### config.mk
export PLATFORM = sky130hd
export DESIGN_NAME = cfs_exec
export DESIGN_NICKNAME = d
export VERILOG_FILES = /design/src/hdl/cfs_pkg.sv /design/src/hdl/cfs_exec.sv
export SDC_FILE = /design/constraint.sdc
export NUM_CORES = 1
export LEC_CHECK = 0
export BUFFER_PORTS_ARGS = -buffer_cell sky130_fd_sc_hd__buf_2
export CORE_MARGIN = 2
export CORE_UTILIZATION = 49
export CTS_CLUSTER_DIAMETER = 80
export DETAILED_ROUTE_END_ITERATION = 16
export PLACE_DENSITY = 0.82
export RECOVER_POWER = 50
export SYNTH_ARGS = -nofsm -noshare
export SYNTH_HDL_FRONTEND = slang
export SYNTH_SLANG_ARGS = --single-unit
export TNS_END_PERCENT = 20
### constraint.sdc
create_clock -name clock -period 7.27 [get_ports clock]
set_clock_uncertainty 0.15 [all_clocks]
set_input_delay 0.727 -clock clock [delete_from_list [all_inputs] [get_ports clock]]
set_output_delay 0.727 -clock clock [all_outputs]
set_load 0.02 [all_outputs]
### src/hdl/cfs_pkg.sv
// Shared constants and carrier types for the compact frame save / byte store execution block.
// Assumes a single core clock; translation and the register file live outside the block.
package cfs_pkg;

	// ------------------------------------------------------------
	// Opcode and function encodings
	// ------------------------------------------------------------
	localparam logic [4:0] OP_EXTEND        = 5'h1e;
	localparam logic [4:0] OP_STORE_BYTE    = 5'h18;
	localparam logic [4:0] OP_REG_REG       = 5'h1d;
	localparam logic [4:0] OP_I8            = 5'h0c;
	localparam logic [2:0] FN_SAVE_RESTORE  = 3'h4;
	localparam logic [4:0] FN_SOFT_BREAK    = 5'h01;
	localparam logic [4:0] FN_CONVERT       = 5'h11;
	localparam logic [2:0] CVT_SIGN_BYTE    = 3'h4;
	localparam logic [3:0] ARGS_RESERVED    = 4'hf;

	// ------------------------------------------------------------
	// Field positions (low half and extend half)
	// ------------------------------------------------------------
	localparam int unsigned SAVE_BIT        = 7;
	localparam int unsigned LINK_BIT        = 6;
	localparam int unsigned S0_BIT          = 5;
	localparam int unsigned S1_BIT          = 4;
	localparam int unsigned XS_LSB          = 8;
	localparam int unsigned FSH_LSB         = 4;
	localparam int unsigned AREGS_LSB       = 0;

	// ------------------------------------------------------------
	// Register numbers and codes
	// ------------------------------------------------------------
	localparam logic [4:0] REG_SP           = 5'h1d;
	localparam logic [4:0] REG_LINK         = 5'h1f;
	localparam logic [4:0] REG_XS_TOP       = 5'h1e;
	localparam logic [4:0] REG_XS_BASE      = 5'h12;
	localparam logic [4:0] REG_S1           = 5'h11;
	localparam logic [4:0] REG_S0           = 5'h10;
	localparam logic [4:0] REG_ARG0         = 5'h04;
	localparam logic [4:0] REG_ARG3         = 5'h07;
	localparam logic [4:0] DEBUG_CODE_BP    = 5'h09;

	// ------------------------------------------------------------
	// APB register map
	// ------------------------------------------------------------
	localparam logic [7:0] OFS_CTRL         = 8'h00;
	localparam logic [7:0] OFS_STATUS       = 8'h04;
	localparam int unsigned CTRL_BIG_BIT    = 0;
	localparam int unsigned CTRL_REV_BIT    = 1;
	localparam int unsigned CTRL_DBG_BIT    = 2;
	localparam logic [2:0] CTRL_RESET       = 3'h0;
	localparam int unsigned STAT_CAUSE_LSB  = 4;
	localparam int unsigned STAT_DBG_LSB    = 8;

	// ------------------------------------------------------------
	// Types
	// ------------------------------------------------------------
	typedef enum logic [3:0] {ST_IDLE, ST_PUSH_SP, ST_PICK, ST_PUSH_DATA, ST_WAIT, ST_FIN,
		ST_SB_BASE, ST_SB_DATA, ST_SEB} cfs_state_e;
	typedef enum logic [2:0] {PH_ARGS, PH_LINK, PH_XS, PH_S1, PH_S0, PH_STAT} cfs_phase_e;
	typedef enum logic [2:0] {CAUSE_NONE, CAUSE_ADDR, CAUSE_MEM, CAUSE_DBG_BP, CAUSE_DBG_MODE_BP} cfs_cause_e;

	typedef struct packed {
		logic        psel;
		logic        penable;
		logic        pwrite;
		logic [7:0]  paddr;
		logic [31:0] pwdata;
	} cfs_apb_req_s;

	typedef struct packed {
		logic        pready;
		logic [31:0] prdata;
		logic        pslverr;
	} cfs_apb_rsp_s;

	typedef struct packed {
		logic        req;
		logic        word;
		logic [31:0] addr;
		logic [31:0] data;
		logic [3:0]  be;
	} cfs_mem_req_s;

	typedef struct packed {
		logic        en;
		logic [4:0]  addr;
		logic [31:0] data;
	} cfs_rf_wr_s;

	// Three-bit register code to full register number
	function automatic logic [4:0] xlat(input logic [2:0] code);
		xlat = (code < 3'd2) ? (REG_S0 + {2'b00, code}) : {2'b00, code};
	endfunction

endpackage

### src/hdl/cfs_exec.sv
// Execution unit for frame push, byte store, soft debug break and sign-extend byte.
// Assumes a combinational register-file read port and a memory path that acks or faults each store.
//
// Overview of operation
// - Argument count from four-bit field: 0..3,11 zero; 4..7 one; 8..10 two; 12,13 three; 14 four.
// - Store argument registers from register four upward at sp+0, +4, +8, +12.
// - Static count from same field: 1,5,9,13 one; 2,6,10 two; 3,7 three; 11 four.
// - Static argument registers follow, seven downward, at successively lower words.
// - With link flag set, store register 31 at sp-4 after arguments, before statics.
// - Extra statics: register 30 only for count seven, then down to 18 from 23 (count six or seven) or from 17 plus count.
// - Then register 17 if second static flag, then 16 if first static flag.
// - Below sp, higher-numbered registers land at higher addresses; arguments sit above sp ascending.
// - Finally stack pointer becomes original minus eight times the 8-bit frame size.
// - Misaligned stack pointer with any store implied raises an address error.
// - Any fault during the push aborts it; reissue restarts the whole sequence.
// - Field code 1111 is reserved; no particular outcome guaranteed.
// - Short byte store adds zero-extended 5-bit offset to base, no alignment check.
// - Extended byte store adds sign-extended 16-bit offset assembled across both halves.
// - Soft break in debug state raises debug-mode exception with code 0x9.
// - Soft break outside debug state raises a debug breakpoint exception.
// - The six-bit code field of the soft break is ignored by hardware.
// - Sign-extend byte rewrites the register with its bits 7..0 extended; no exception.
// - Each push store checks its own word alignment before issuing the write.
module cfs_exec
(
	// Clock and reset
	input  wire logic                  clock,
	input  wire logic                  rst,
	// APB register port
	input  wire cfs_pkg::cfs_apb_req_s apb_req,
	output      cfs_pkg::cfs_apb_rsp_s apb_rsp,
	// Instruction issue
	input  wire logic                  issue_valid,
	input  wire logic                  issue_ext,
	input  wire logic [31:0]           issue_insn,
	output      logic                  issue_ready,
	// Register file
	output      logic [4:0]            rf_rd_addr,
	input  wire logic [31:0]           rf_rd_data,
	output      cfs_pkg::cfs_rf_wr_s   rf_wr,
	// Data memory path
	output      cfs_pkg::cfs_mem_req_s mem_out,
	input  wire logic                  mem_ack,
	input  wire logic                  mem_exc,
	// Exceptions
	output      logic                  exc_valid,
	output      cfs_pkg::cfs_cause_e   exc_cause,
	output      logic [4:0]            debug_exc_code
);
	import cfs_pkg::*;

	// ------------------------------------------------------------
	// State
	// ------------------------------------------------------------
	typedef struct packed {
		cfs_state_e    st;
		cfs_phase_e    ph;
		logic [2:0]    cnt;
		logic [31:0]   sp0;
		logic [31:0]   run;
		logic [31:0]   vaddr;
		logic          ra;
		logic          s0;
		logic          s1;
		logic [2:0]    xs;
		logic [2:0]    nargs;
		logic [2:0]    nstat;
		logic [7:0]    fsz;
		logic [4:0]    rsel;
		logic [2:0]    ctrl;
		cfs_cause_e    last_cause;
		cfs_apb_rsp_s  apb;
		logic          issue_ready;
		logic [4:0]    rf_rd_addr;
		cfs_rf_wr_s    rf_wr;
		cfs_mem_req_s  mem;
		logic          exc_valid;
		cfs_cause_e    exc_cause;
		logic [4:0]    debug_exc_code;
	} cfs_s;

	cfs_s s;
	cfs_s next_s;

	// ------------------------------------------------------------
	// Field decoders
	// ------------------------------------------------------------
	// Reserved code falls through to zero: outcome left open
	function automatic logic [2:0] arg_count(input logic [3:0] f);
		unique case (f)
			4'h4, 4'h5, 4'h6, 4'h7: arg_count = 3'd1;
			4'h8, 4'h9, 4'ha:       arg_count = 3'd2;
			4'hc, 4'hd:             arg_count = 3'd3;
			4'he:                   arg_count = 3'd4;
			default:                arg_count = 3'd0;
		endcase
	endfunction

	function automatic logic [2:0] stat_count(input logic [3:0] f);
		unique case (f)
			4'h1, 4'h5, 4'h9, 4'hd: stat_count = 3'd1;
			4'h2, 4'h6, 4'ha:       stat_count = 3'd2;
			4'h3, 4'h7:             stat_count = 3'd3;
			4'hb:                   stat_count = 3'd4;
			default:                stat_count = 3'd0;
		endcase
	endfunction

	// Instruction classes seen at issue
	logic [15:0] lo;
	logic [15:0] hi;
	logic        dec_save;
	logic        dec_sb;
	logic        dec_break;
	logic        dec_seb;
	logic        implied;
	logic [31:0] seb_val;

	assign lo        = issue_insn[15:0];
	assign hi        = issue_insn[31:16];
	assign dec_save  = issue_ext && hi[15:11] == OP_EXTEND && lo[15:11] == OP_I8
		&& lo[10:8] == FN_SAVE_RESTORE && lo[SAVE_BIT];
	assign dec_sb    = lo[15:11] == OP_STORE_BYTE && (!issue_ext || hi[15:11] == OP_EXTEND);
	assign dec_break = !issue_ext && lo[15:11] == OP_REG_REG && lo[4:0] == FN_SOFT_BREAK;
	assign dec_seb   = !issue_ext && lo[15:11] == OP_REG_REG && lo[4:0] == FN_CONVERT
		&& lo[7:5] == CVT_SIGN_BYTE;
	assign implied   = s.ra || s.s0 || s.s1 || s.xs != 3'd0 || s.nargs != 3'd0 || s.nstat != 3'd0;
	assign seb_val   = {{24{rf_rd_data[7]}}, rf_rd_data[7:0]};

	// ------------------------------------------------------------
	// Next-state logic
	// ------------------------------------------------------------
	// Push picker scratch
	logic        has;
	logic [4:0]  preg;
	logic [31:0] paddr;
	logic [2:0]  xs_top;
	logic [2:0]  xs_j;
	logic [1:0]  bsel;

	always_comb
	begin
		next_s = s;
		next_s.rf_wr.en   = 1'b0;
		next_s.exc_valid  = 1'b0;
		next_s.apb.pready = 1'b0;
		next_s.apb.pslverr = 1'b0;
		has    = 1'b0;
		preg   = '0;
		paddr  = s.run - 32'd4;
		xs_top = (s.xs == 3'd7) ? 3'd6 : s.xs;
		xs_j   = s.cnt - ((s.xs == 3'd7) ? 3'd1 : 3'd0);
		bsel   = s.vaddr[1:0] ^ {2{s.ctrl[CTRL_BIG_BIT]}};

		// APB slave: one access cycle, answer prepared at setup
		if (apb_req.psel && !apb_req.penable && !s.apb.pready)
		begin
			next_s.apb.pready = 1'b1;
			if (apb_req.paddr == OFS_CTRL)
				next_s.apb.prdata = {29'h0, s.ctrl};
			else if (apb_req.paddr == OFS_STATUS)
				next_s.apb.prdata = {19'h0, s.debug_exc_code, 1'b0, s.last_cause, 3'h0, s.st != ST_IDLE};
			else
			begin
				next_s.apb.prdata  = 32'h0;
				next_s.apb.pslverr = 1'b1;
			end
		end
		if (apb_req.psel && apb_req.penable && s.apb.pready && apb_req.pwrite && apb_req.paddr == OFS_CTRL)
			next_s.ctrl = apb_req.pwdata[2:0];

		unique case (s.st)
			ST_IDLE:
			begin
				if (issue_valid)
				begin
					if (dec_save)
					begin
						next_s.ra    = lo[LINK_BIT];
						next_s.s0    = lo[S0_BIT];
						next_s.s1    = lo[S1_BIT];
						next_s.xs    = hi[XS_LSB +: 3];
						next_s.nargs = arg_count(hi[AREGS_LSB +: 4]);
						next_s.nstat = stat_count(hi[AREGS_LSB +: 4]);
						next_s.fsz   = {hi[FSH_LSB +: 4], lo[3:0]};
						next_s.rf_rd_addr = REG_SP;
						next_s.st    = ST_PUSH_SP;
					end
					else if (dec_sb)
					begin
						// Offset parked in vaddr until the base is read
						if (issue_ext)
							next_s.vaddr = {{16{hi[4]}}, hi[4:0], hi[10:5], lo[4:0]};
						else
							next_s.vaddr = {27'h0, lo[4:0]};
						next_s.rf_rd_addr = xlat(lo[10:8]);
						next_s.rsel  = xlat(lo[7:5]);
						next_s.st    = ST_SB_BASE;
					end
					else if (dec_break)
					begin
						// Code field bits 10..5 never looked at
						next_s.exc_valid = 1'b1;
						if (s.ctrl[CTRL_DBG_BIT])
						begin
							next_s.exc_cause      = CAUSE_DBG_MODE_BP;
							next_s.debug_exc_code = DEBUG_CODE_BP;
						end
						else
							next_s.exc_cause = CAUSE_DBG_BP;
						next_s.last_cause = next_s.exc_cause;
					end
					else if (dec_seb)
					begin
						next_s.rf_rd_addr = xlat(lo[10:8]);
						next_s.rsel  = xlat(lo[10:8]);
						next_s.st    = ST_SEB;
					end
				end
			end
			ST_PUSH_SP:
			begin
				next_s.sp0 = rf_rd_data;
				next_s.run = rf_rd_data;
				next_s.ph  = PH_ARGS;
				next_s.cnt = 3'd0;
				if (rf_rd_data[1:0] != 2'b00 && implied)
				begin
					next_s.exc_valid  = 1'b1;
					next_s.exc_cause  = CAUSE_ADDR;
					next_s.last_cause = CAUSE_ADDR;
					next_s.st = ST_IDLE;
				end
				else
					next_s.st = ST_PICK;
			end
			ST_PICK:
			begin
				// Argument phase walks upward from sp; later phases walk downward from the link slot
				unique case (s.ph)
					PH_ARGS:
					begin
						has   = s.cnt < s.nargs;
						preg  = REG_ARG0 + {2'b00, s.cnt};
						paddr = s.sp0 + {27'h0, s.cnt, 2'b00};
					end
					PH_LINK:
					begin
						has  = s.ra && s.cnt == 3'd0;
						preg = REG_LINK;
					end
					PH_XS:
					begin
						has  = s.cnt < s.xs;
						preg = (s.xs == 3'd7 && s.cnt == 3'd0) ? REG_XS_TOP
							: 5'(REG_XS_BASE + {2'b00, xs_top} - 5'd1 - {2'b00, xs_j});
					end
					PH_S1:
					begin
						has  = s.s1 && s.cnt == 3'd0;
						preg = REG_S1;
					end
					PH_S0:
					begin
						has  = s.s0 && s.cnt == 3'd0;
						preg = REG_S0;
					end
					PH_STAT:
					begin
						has  = s.cnt < s.nstat;
						preg = REG_ARG3 - {2'b00, s.cnt};
					end
				endcase
				if (has)
				begin
					next_s.rf_rd_addr = preg;
					next_s.vaddr = paddr;
					next_s.cnt   = s.cnt + 3'd1;
					if (s.ph != PH_ARGS)
						next_s.run = paddr;
					if (paddr[1:0] != 2'b00)
					begin
						next_s.exc_valid  = 1'b1;
						next_s.exc_cause  = CAUSE_ADDR;
						next_s.last_cause = CAUSE_ADDR;
						next_s.st = ST_IDLE;
					end
					else
						next_s.st = ST_PUSH_DATA;
				end
				else
				begin
					next_s.cnt = 3'd0;
					unique case (s.ph)
						PH_ARGS: next_s.ph = PH_LINK;
						PH_LINK: next_s.ph = PH_XS;
						PH_XS:   next_s.ph = PH_S1;
						PH_S1:   next_s.ph = PH_S0;
						PH_S0:   next_s.ph = PH_STAT;
						PH_STAT: next_s.st = ST_FIN;
					endcase
				end
			end
			ST_PUSH_DATA:
			begin
				next_s.mem = '{req: 1'b1, word: 1'b1, addr: s.vaddr, data: rf_rd_data, be: 4'hf};
				next_s.st  = ST_WAIT;
			end
			ST_WAIT:
			begin
				// The stack pointer is not written before the end, so abort is a clean restart
				if (mem_exc)
				begin
					next_s.mem.req    = 1'b0;
					next_s.exc_valid  = 1'b1;
					next_s.exc_cause  = CAUSE_MEM;
					next_s.last_cause = CAUSE_MEM;
					next_s.st = ST_IDLE;
				end
				else if (mem_ack)
				begin
					next_s.mem.req = 1'b0;
					next_s.st = s.mem.word ? ST_PICK : ST_IDLE;
				end
			end
			ST_FIN:
			begin
				// Independent of the running store address
				next_s.rf_wr = '{en: 1'b1, addr: REG_SP, data: s.sp0 - {21'h0, s.fsz, 3'b000}};
				next_s.st = ST_IDLE;
			end
			ST_SB_BASE:
			begin
				next_s.vaddr = s.vaddr + rf_rd_data;
				next_s.rf_rd_addr = s.rsel;
				next_s.st = ST_SB_DATA;
			end
			ST_SB_DATA:
			begin
				// Lane from endian-adjusted select; no alignment check for bytes
				next_s.mem.req  = 1'b1;
				next_s.mem.word = 1'b0;
				next_s.mem.addr = {s.vaddr[31:2], s.vaddr[1:0] ^ {2{s.ctrl[CTRL_REV_BIT]}}};
				next_s.mem.data = {24'h0, rf_rd_data[7:0]} << {bsel, 3'b000};
				next_s.mem.be   = 4'b0001 << bsel;
				next_s.st = ST_WAIT;
			end
			ST_SEB:
			begin
				next_s.rf_wr = '{en: 1'b1, addr: s.rsel, data: seb_val};
				next_s.st = ST_IDLE;
			end
			default:
				next_s.st = ST_IDLE;
		endcase
		next_s.issue_ready = next_s.st == ST_IDLE;
	end

	// State register
	always_ff @(posedge clock)
	begin
		if (rst)
		begin
			s <= '0;
			s.ctrl <= CTRL_RESET;
			s.issue_ready <= 1'b1;
		end
		else
			s <= next_s;
	end

	// Outputs straight from the state register
	assign apb_rsp        = s.apb;
	assign issue_ready    = s.issue_ready;
	assign rf_rd_addr     = s.rf_rd_addr;
	assign rf_wr          = s.rf_wr;
	assign mem_out        = s.mem;
	assign exc_valid      = s.exc_valid;
	assign exc_cause      = s.exc_cause;
	assign debug_exc_code = s.debug_exc_code;
endmodule

======== Word-level counts from Yosys, hierarchy flattened ========
Memory sizes are Yosys's and may differ from the RTL's.
Cells that the tools add are included.
cells by class
  add/sub/neg operators ................... 13
  $lt $le $gt $ge ......................... 5
  eq/ne operators ......................... 39
  shift operators ......................... 2
  multiplexer cells ....................... 75
  bitwise operators ....................... 5
  reduce and logical (&&, ||, !) cells .... 59
operators with widths
  kind                                                                  count
  32-bit two-way mux                                                    7
  69-bit one-hot mux with 2 select lines                                1
  32-bit one-hot mux with 3 select lines                                1
  38-bit one-hot mux with 2 select lines                                1
  64-bit two-way mux                                                    1
  32-bit one-hot mux with 2 select lines                                1
  57-bit two-way mux                                                    1
  4-bit two-way mux                                                     14
  5-bit two-way mux                                                     11
  3-bit two-way mux                                                     12
  9-bit two-way mux                                                     4
  34-bit two-way mux                                                    1
  32-bit adder                                                          1
  32-bit by 5-bit adder with 32-bit output                              1
  8-bit by 5-bit left shift with 32-bit output                          1
  32-bit by 11-bit subtractor with 32-bit output                        1
  32-bit by 3-bit subtractor with 32-bit output, second input constant  1
  5-bit one-hot mux with 6 select lines                                 1
  2-bit inequality test, second input constant                          12
  4-bit one-hot mux with 6 select lines                                 1
  5-bit == test, second input constant                                  4
  1-bit logical AND                                                     20
  20-bit two-way mux                                                    1
  4-bit by 3-bit == test with 1-bit output, second input constant       4
  other kinds (49)                                                      95
storage, ports and cells
  register bits after elaboration ......... 290
  bits in read-only memories .............. 96
  output and inout port bits .............. 157
  memories kept ........................... 2
memory list
  name              words  width  rd ports  clocked after Yosys merged registers in  wr ports  line             text
  (name not given)  16     3      1         0                                        0         cfs_exec.sv:90   unique case (f)
  (name not given)  16     3      1         0                                        0         cfs_exec.sv:100  unique case (f)

======== Longest topological paths before layout ========
Gate-level depths: netlist of the first run.
  depth in word-level cells ............... 11
  depth in mapped cells ................... 16

======== Worst setup path after synthesis of the first run ========
Ideal clock, no wire load.
  path kind ............................... input-to-reg
  start point ............................. input port rf_rd_data[5]
  end point ............................... register s[219] (netlist name)
  setup time .............................. 127 ps
  arrival time ............................ 3037 ps
  setup slack ............................. 3956 ps
  stages .................................. 10
  cells stage by stage .................... ha_1 > o21a_1 > o21a_1 > a221o_1 > a31o_2 > a31oi_2 > o21ai_1 > a221oi_1 > nand4b_1 > or3b_1
between the ends
  cells in the longest elaborated chain, start to end .. 2
RTL lines
  what                                    line             text
  start: declaration                      cfs_exec.sv:39   input wire logic [31:0] rf_rd_data,
  32-bit adder                            cfs_exec.sv:334  next_s.vaddr = s.vaddr + rf_rd_data;
  32-bit one-hot mux with 3 select lines  cfs_exec.sv:172  unique case (s.st)
  end signal: assignment                  cfs_exec.sv:369  s <= next_s;
  end: declaration                        cfs_exec.sv:82   cfs_s s;
Every way passes these cells.
A chain may end at the register's enable or synchronous reset.

======== Worst setup path in the final report of the first run ========
  start point ............................. register s[293] (netlist name)
  end point ............................... register s, in the netlist mem_out[23]
between the ends
  cells in the longest elaborated chain, start to end .. 2
RTL lines
  what                                                                                                         line
  4-bit by 3-bit == test with 1-bit output / 4-bit by 2-bit == test with 1-bit output (equally long branches)  cfs_exec.sv:172
  69-bit one-hot mux with 2 select lines / 2-bit nonzero test (equally long branches)                          --
Parallel ways exist; a longest one is shown, timed or not. The select of a mux whose other input is x is not followed.

==> impl_metrics.toml, run 1 <==
[finish]
multi_input_area_um2 = 8800
layout.cells.non_filler = 2470
final_common_cell = "nand2_1"
layout.nets = 2219
regArea_um2 = 5290
drive_gt1_frac = 0.0838
final_cell_mix = "nand2_1 (268), dfxtp_1 (264), nor2_1 (224), a21oi_1 (187), clkbuf_1 (135)"
finish.utilization = 0.531
fill_cells = 2965
area_delta_synth_final_pct = 6.25

[floorplanning]
fp.dieH_um = 184
ioPinCount = 270
die-width_um = 184
dieArea_um2 = 33700
core_um2 = 31600
start_util = 0.500
num_rows = 65

[clocking]
cts_resized = 0
postCtsSetupBuffers = 0
clock_sinks = 264
cts_root_buf = "clkbuf_16"
cts_buffers = 30
clock_path_buffers = 3
cts_htree_levels = 1
insertion_delay_ps = 560
cts_hold_buf = 0
path_clk_slew_ps = 60
cts_tree = "yes"

[synthesis]
avgSynthCellArea_um2 = 7.74
ys_seq_area_frac = 0.334
synth_edf_count = 0
async_flop_share = 0
synth_ff_type = "dfxtp_1"
synth.distinct_cells = 77
ys_warn_count = 0
syn_inst = 2043
netlist_area_um2 = 15800
ys_seq_elements = 264

[worst_setup_path]
reg2reg_slack_ps = 2690
path_class = "reg2reg"
crit_path_end_kind = "flop"
arrival_ps = 4850
r2r-end = "mem_out[23]$_SDFFE_PP0P_"
crit_path_start_kind = "flop"
crit_end = "mem_out[23]$_SDFFE_PP0P_"
path_max_fanout = 45
startpoint = "s[293]$_SDFF_PP0_"
reg2reg_from = "s[293]$_SDFF_PP0_"
required_ps = 7540
reg2reg_depth = 6

[hold_path]
hold_class = "in2reg"

[power]
worst_ir_drop_vdd_v = 0.000171
power_density_nw_per_um2 = 189
p_leak_nw = 6.13

[timing]
period_share = 0.630
post-route-min-period_ps = 4580
hold_violations = 0
max_freq_mhz = 218
worst_pin_slew_ps = 2960
slew_viol_final = 80
tns_ps = 0
slew_headroom = -0.976
rsz0062_at_grt = "no"
setup_viol = 0

[routing]
drt-initial-drc-count = 2014
wl_um = 47400
drc_errors = 0
wl_per_cell_um = 19.2
via_per_inst = 6.02
ant_nets = 0
vias = 14900
drt_pass1_iterations = 6

[grt]
antenna_found_initial = 4
grt_max_degree = 157
grt_pass1_vias = 13600
overflow = 0
track_usage = 0.269
grt_pass1_wl_um = 73000

[place]
dp_hpwl_um = 34400
io_buffers = 213
gp_congestion = 0.943
place_inst = 2414

[outcome]
violations = "max-capacitance violations, max-slew violations"
status = "finished, violations left"

[job]
cap_viol_max_count = 2
## worst min path at each step
stage / start / end / slack, ps / cells after the start
floorplan: mem_out[20]$_SDFFE_PP0P_ / mem_out[20]$_SDFFE_PP0P_ / 280 / 2
global placement: apb_rsp[3]$_SDFFE_PP0P_ / apb_rsp[3]$_SDFFE_PP0P_ / 290 / 2
detailed placement: mem_out[66]$_SDFFE_PP0P_ / mem_out[66]$_SDFFE_PP0P_ / 300 / 2
CTS: apb_req[0] / s[160]$_SDFFE_PP0P_ / 260 / 3
global route: apb_req[0] / s[160]$_SDFFE_PP0P_ / 270 / 3
finish: apb_req[0] / s[160]$_SDFFE_PP0P_ / 280 / 3
## registers in the layout, indices dropped and copies added, names as in the netlist
register / cells
mem_out: 70
debug_exc_code: 1
rf_rd_addr: 5
rf_wr: 38
exc_valid: 1
issue_ready: 1
s: 136
apb_rsp: 9
exc_cause: 3
## synth_stat cells (12+ instances only)
master | count | area [µm²]
nor2b_1 | 13 | 81.3
nand3_1 | 39 | 195
a22oi_1 | 27 | 203
nor4_1 | 17 | 106
nand2_1 | 268 | 1010
ha_1 | 57 | 713
or3_1 | 13 | 81.3
a21o_1 | 18 | 135
a21oi_1 | 188 | 941
buf_4 | 156 | 1170
o21a_1 | 12 | 90.1
a32oi_1 | 16 | 140
a31oi_1 | 13 | 81.3
o21ai_0 | 52 | 260
nand4_1 | 12 | 75.1
clkbuf_1 | 112 | 420
xnor2_1 | 54 | 473
and3_1 | 18 | 113
dfxtp_1 | 264 | 5290
nor3_1 | 45 | 225
xor2_1 | 53 | 464
a211oi_1 | 83 | 623
inv_1 | 50 | 188
a221oi_1 | 14 | 123
nand2b_1 | 18 | 113
o22ai_1 | 31 | 194
nor2_1 | 228 | 856
## worst max-delay path, cell delays in order, from the launching register on
cell and delay [ps]:
dfxtp_1 680, or2_0 2190, nor2_1 680, a22oi_1 430, nor2_1 100, a21oi_1 130
nor2_1 70
## kinds of logic after synthesis
group                    count (synthesis)  share of synthesized area
multiplexers                            11                    0.00696
XOR/XNOR                               107                     0.0593
buffers and inverters                  336                      0.118
AO/OA/AOI/OAI                          523                      0.214
other                                    1                   0.000237
flip-flops                             264                      0.334
AND/OR/NAND/NOR                        738                      0.215
adder cells (fa/ha/maj)                 63                     0.0521
## per-layer routing
metal / part of all wire / vias to the layer above / track usage
met4: 0.032 / 2 / 0.0867
met1: 0.44 / 6929 / 0.382
li1: - / 7017 / -
met2: 0.42 / 789 / 0.405
met5: 0.00032 / - / 0
met3: 0.11 / 122 / 0.0590
## final cells by class
| cell class | count | share of cell area |
|---|---|---|
| Timing Repair Buffer | 228 | 0.0611 |
| Sequential cell | 264 | 0.315 |
| Clock inverter | 13 | 0.00730 |
| Inverter | 51 | 0.0114 |
| Multi-Input combinational cell | 1469 | 0.524 |
| Tap cell | 402 | 0.0299 |
| Antenna cell | 4 | 0.000596 |
| Clock buffer | 39 | 0.0509 |
## power by group
group	internal (mW)	switching (mW)	leakage (nW)	total, mW
Sequential	1.45	0.00546	2.13	1.46
Clock	0.892	0.607	0.493	1.50
Combinational	0.0676	0.149	3.51	0.216
Total	2.41	0.761	6.13	3.17
## stage by stage
stage                     hold WS [ps]  power (mW)  area [µm²]  setup slack [ps]
after floorplan                    276        1.63       15900              3960
after global placement             291        1.69       16000              3150
after detailed placement           296        1.70       16000              3100
after CTS                          261        3.18       17000              3300
after global routing               271        3.26       16800              2460
final                              275        3.17       16800              2690
(Power assumes the default switching activity.)
==> inputs of run 2 (changes only) <==
- PLACE_DENSITY: 0.82 -> 0.85
- clock period: 7.27 -> 3.8 ns (I/O delays scaled with it)
==> impl_metrics.toml, run 2 (synthesis results as in run 1) <==
[outcome]
status = "finished, violations left"
violations = "max-capacitance violations, max-slew violations"

[power]
switching_share = 0.243
internal_power_mw = 4.69
seqPwrFrac = 0.450
p_leak_nw = 6.43
power_density_nw_per_um2 = 355
p_switching_mw = 1.50
p_total_mw = 6.19
combPwrFrac = 0.074
worst_ir_drop_vdd_v = 0.000298
pwr-share-clk = 0.476

[timing]
slew_viol_final = 126
post-route-min-period_ps = 3540
worst_pin_slew_ps = 1950
tns_ps = 0
slew_headroom = -0.299
period_share = 0.933
hold_violations = 0
max_freq_mhz = 282
rsz0062_at_grt = "no"
setup_viol = 0

[clocking]
clock_sinks = 264
cts_tree = "yes"
cts_resized = 0
clock_path_buffers = 3
insertion_delay_ps = 560
postCtsSetupBuffers = 0
cts_root_buf = "clkbuf_16"
path_clk_slew_ps = 60
cts_buffers = 28
cts_htree_levels = 1

[routing]
drt_pass1_iterations = 5
via_per_inst = 6.00
vias = 15200
drc_errors = 0
ant_nets = 0
wl_um = 49200
drt-initial-drc-count = 1697
wl_per_cell_um = 19.4

[hold_path]
hold_class = "in2reg"
hold-path-cell-count = 3

[grt]
grt_max_degree = 92
grt_pass1_vias = 13900
antenna_found_initial = 1
overflow = 0
grt_pass1_wl_um = 75800
track_usage = 0.280

[finish]
drive_gt1_frac = 0.0946
finish.utilization = 0.550
final_cell_mix = "nand2_1 (268), dfxtp_1 (264), nor2_1 (224), a21oi_1 (187), clkbuf_1 (136)"
final_cell_area_um2 = 17400
top_register = "s"
multi_input_area_um2 = 8800
layout.nets = 2288
area_delta_synth_final_pct = 10.1
largest_reg_flops = 136
regArea_um2 = 5290
final_common_cell = "nand2_1"
fill_cells = 2900

[worst_setup_path]
required_ps = 4090
crit_path_end_kind = "flop"
path_max_fanout = 5
path_class = "in2reg"
arrival_ps = 3830
crit_path_start_kind = "input port"
reg2reg_depth = 10

[floorplanning]
ioPinCount = 270
start_util = 0.500
dieArea_um2 = 33700
core_um2 = 31600
fp.dieH_um = 184
num_rows = 65
die-width_um = 184

[place]
dpl_cell_area_um2 = 16200
io_buffers = 213
dp_hpwl_um = 35800
gp_congestion = 0.976

[job]
cap_viol_max_count = 2
-- run 2: cell types whose count changed in the layout (fill, tap and decap cells not counted), sizes merged --
| cell | delta |
|---|---|
| dlygate4sd3 | +42 |
| buf | +24 |
| clkbuf | +1 |
| bufinv | +2 |
| clkinv | -5 |
| clkinvlp | +5 |
| diode | -3 |
| inv | +2 |
-- run 2: cell type report --
cell class / instances / area share
clock inverters: 17 / 0.0120
diodes: 1 / 0.000144
inverters: 51 / 0.0110
multi-input cells: 1469 / 0.505
well taps: 402 / 0.0289
repair buffers: 299 / 0.0940
clock buffers: 35 / 0.0453
flip-flops and latches: 264 / 0.303
-- run 2: what timing repair did --
action	CTS	global route
hold endpoints to repair	41	0
endpoints found under the setup margin	0	0
hold buffers	42	0
-- run 2: final timing paths --
check / startpoint / end / slack (ps)
min reg2reg: mem_out[65]$_SDFFE_PP0P_ / mem_out[65]$_SDFFE_PP0P_ / 300
min: rf_rd_data[19] / s[271]$_SDFFE_PP0P_ / 20
max: rf_rd_data[8] / s[219]$_SDFFE_PP0P_ / 260
max reg2reg: s[190]$_SDFFE_PP0P_ / s[219]$_SDFFE_PP0P_ / 390
-- run 2: power by group through the flow --
stage | Sequential [mW] | Combinational [mW] | Clock [mW]
3_5_place_dp | 2.85 | 0.412 | 0
6_report | 2.79 | 0.461 | 2.94
4_1_cts | 2.78 | 0.447 | 2.97
3_3_place_gp | 2.85 | 0.406 | 0
5_1_grt | 2.79 | 0.489 | 3.08
2_1_floorplan | 2.84 | 0.267 | 0
-- run 2: critical path, stage by stage --
cell and delay, ps:
dlygate4sd3_1 530, buf_2 190, ha_1 390, and2_1 200, o21a_1 100, a221o_1 370, a31o_2 300, a31oi_2 240
o21ai_1 160, a221oi_1 430, nand4b_1 160, or3b_1 360
-- run 2: through the flow --
| step | hold WS (ps) | worst slack, ps | cells |
|---|---|---|---|
| global placement | 289 | 254 | 2443 |
| CTS | 3.70 | 316 | 2537 |
| finish | 19.1 | 255 | 2538 |
| detailed placement | 289 | 209 | 2443 |
| global route | 22.2 | 104 | 2538 |
| floorplan | 276 | 833 | 2069 |
-- run 2: routing by layer --
metal  share of wire  vias up  global-route usage
met5               0        -                   0
met4           0.042        0               0.120
met3            0.12      153              0.0668
met2            0.41      865               0.411
met1            0.42     7043               0.391
li1                -     7163                   -
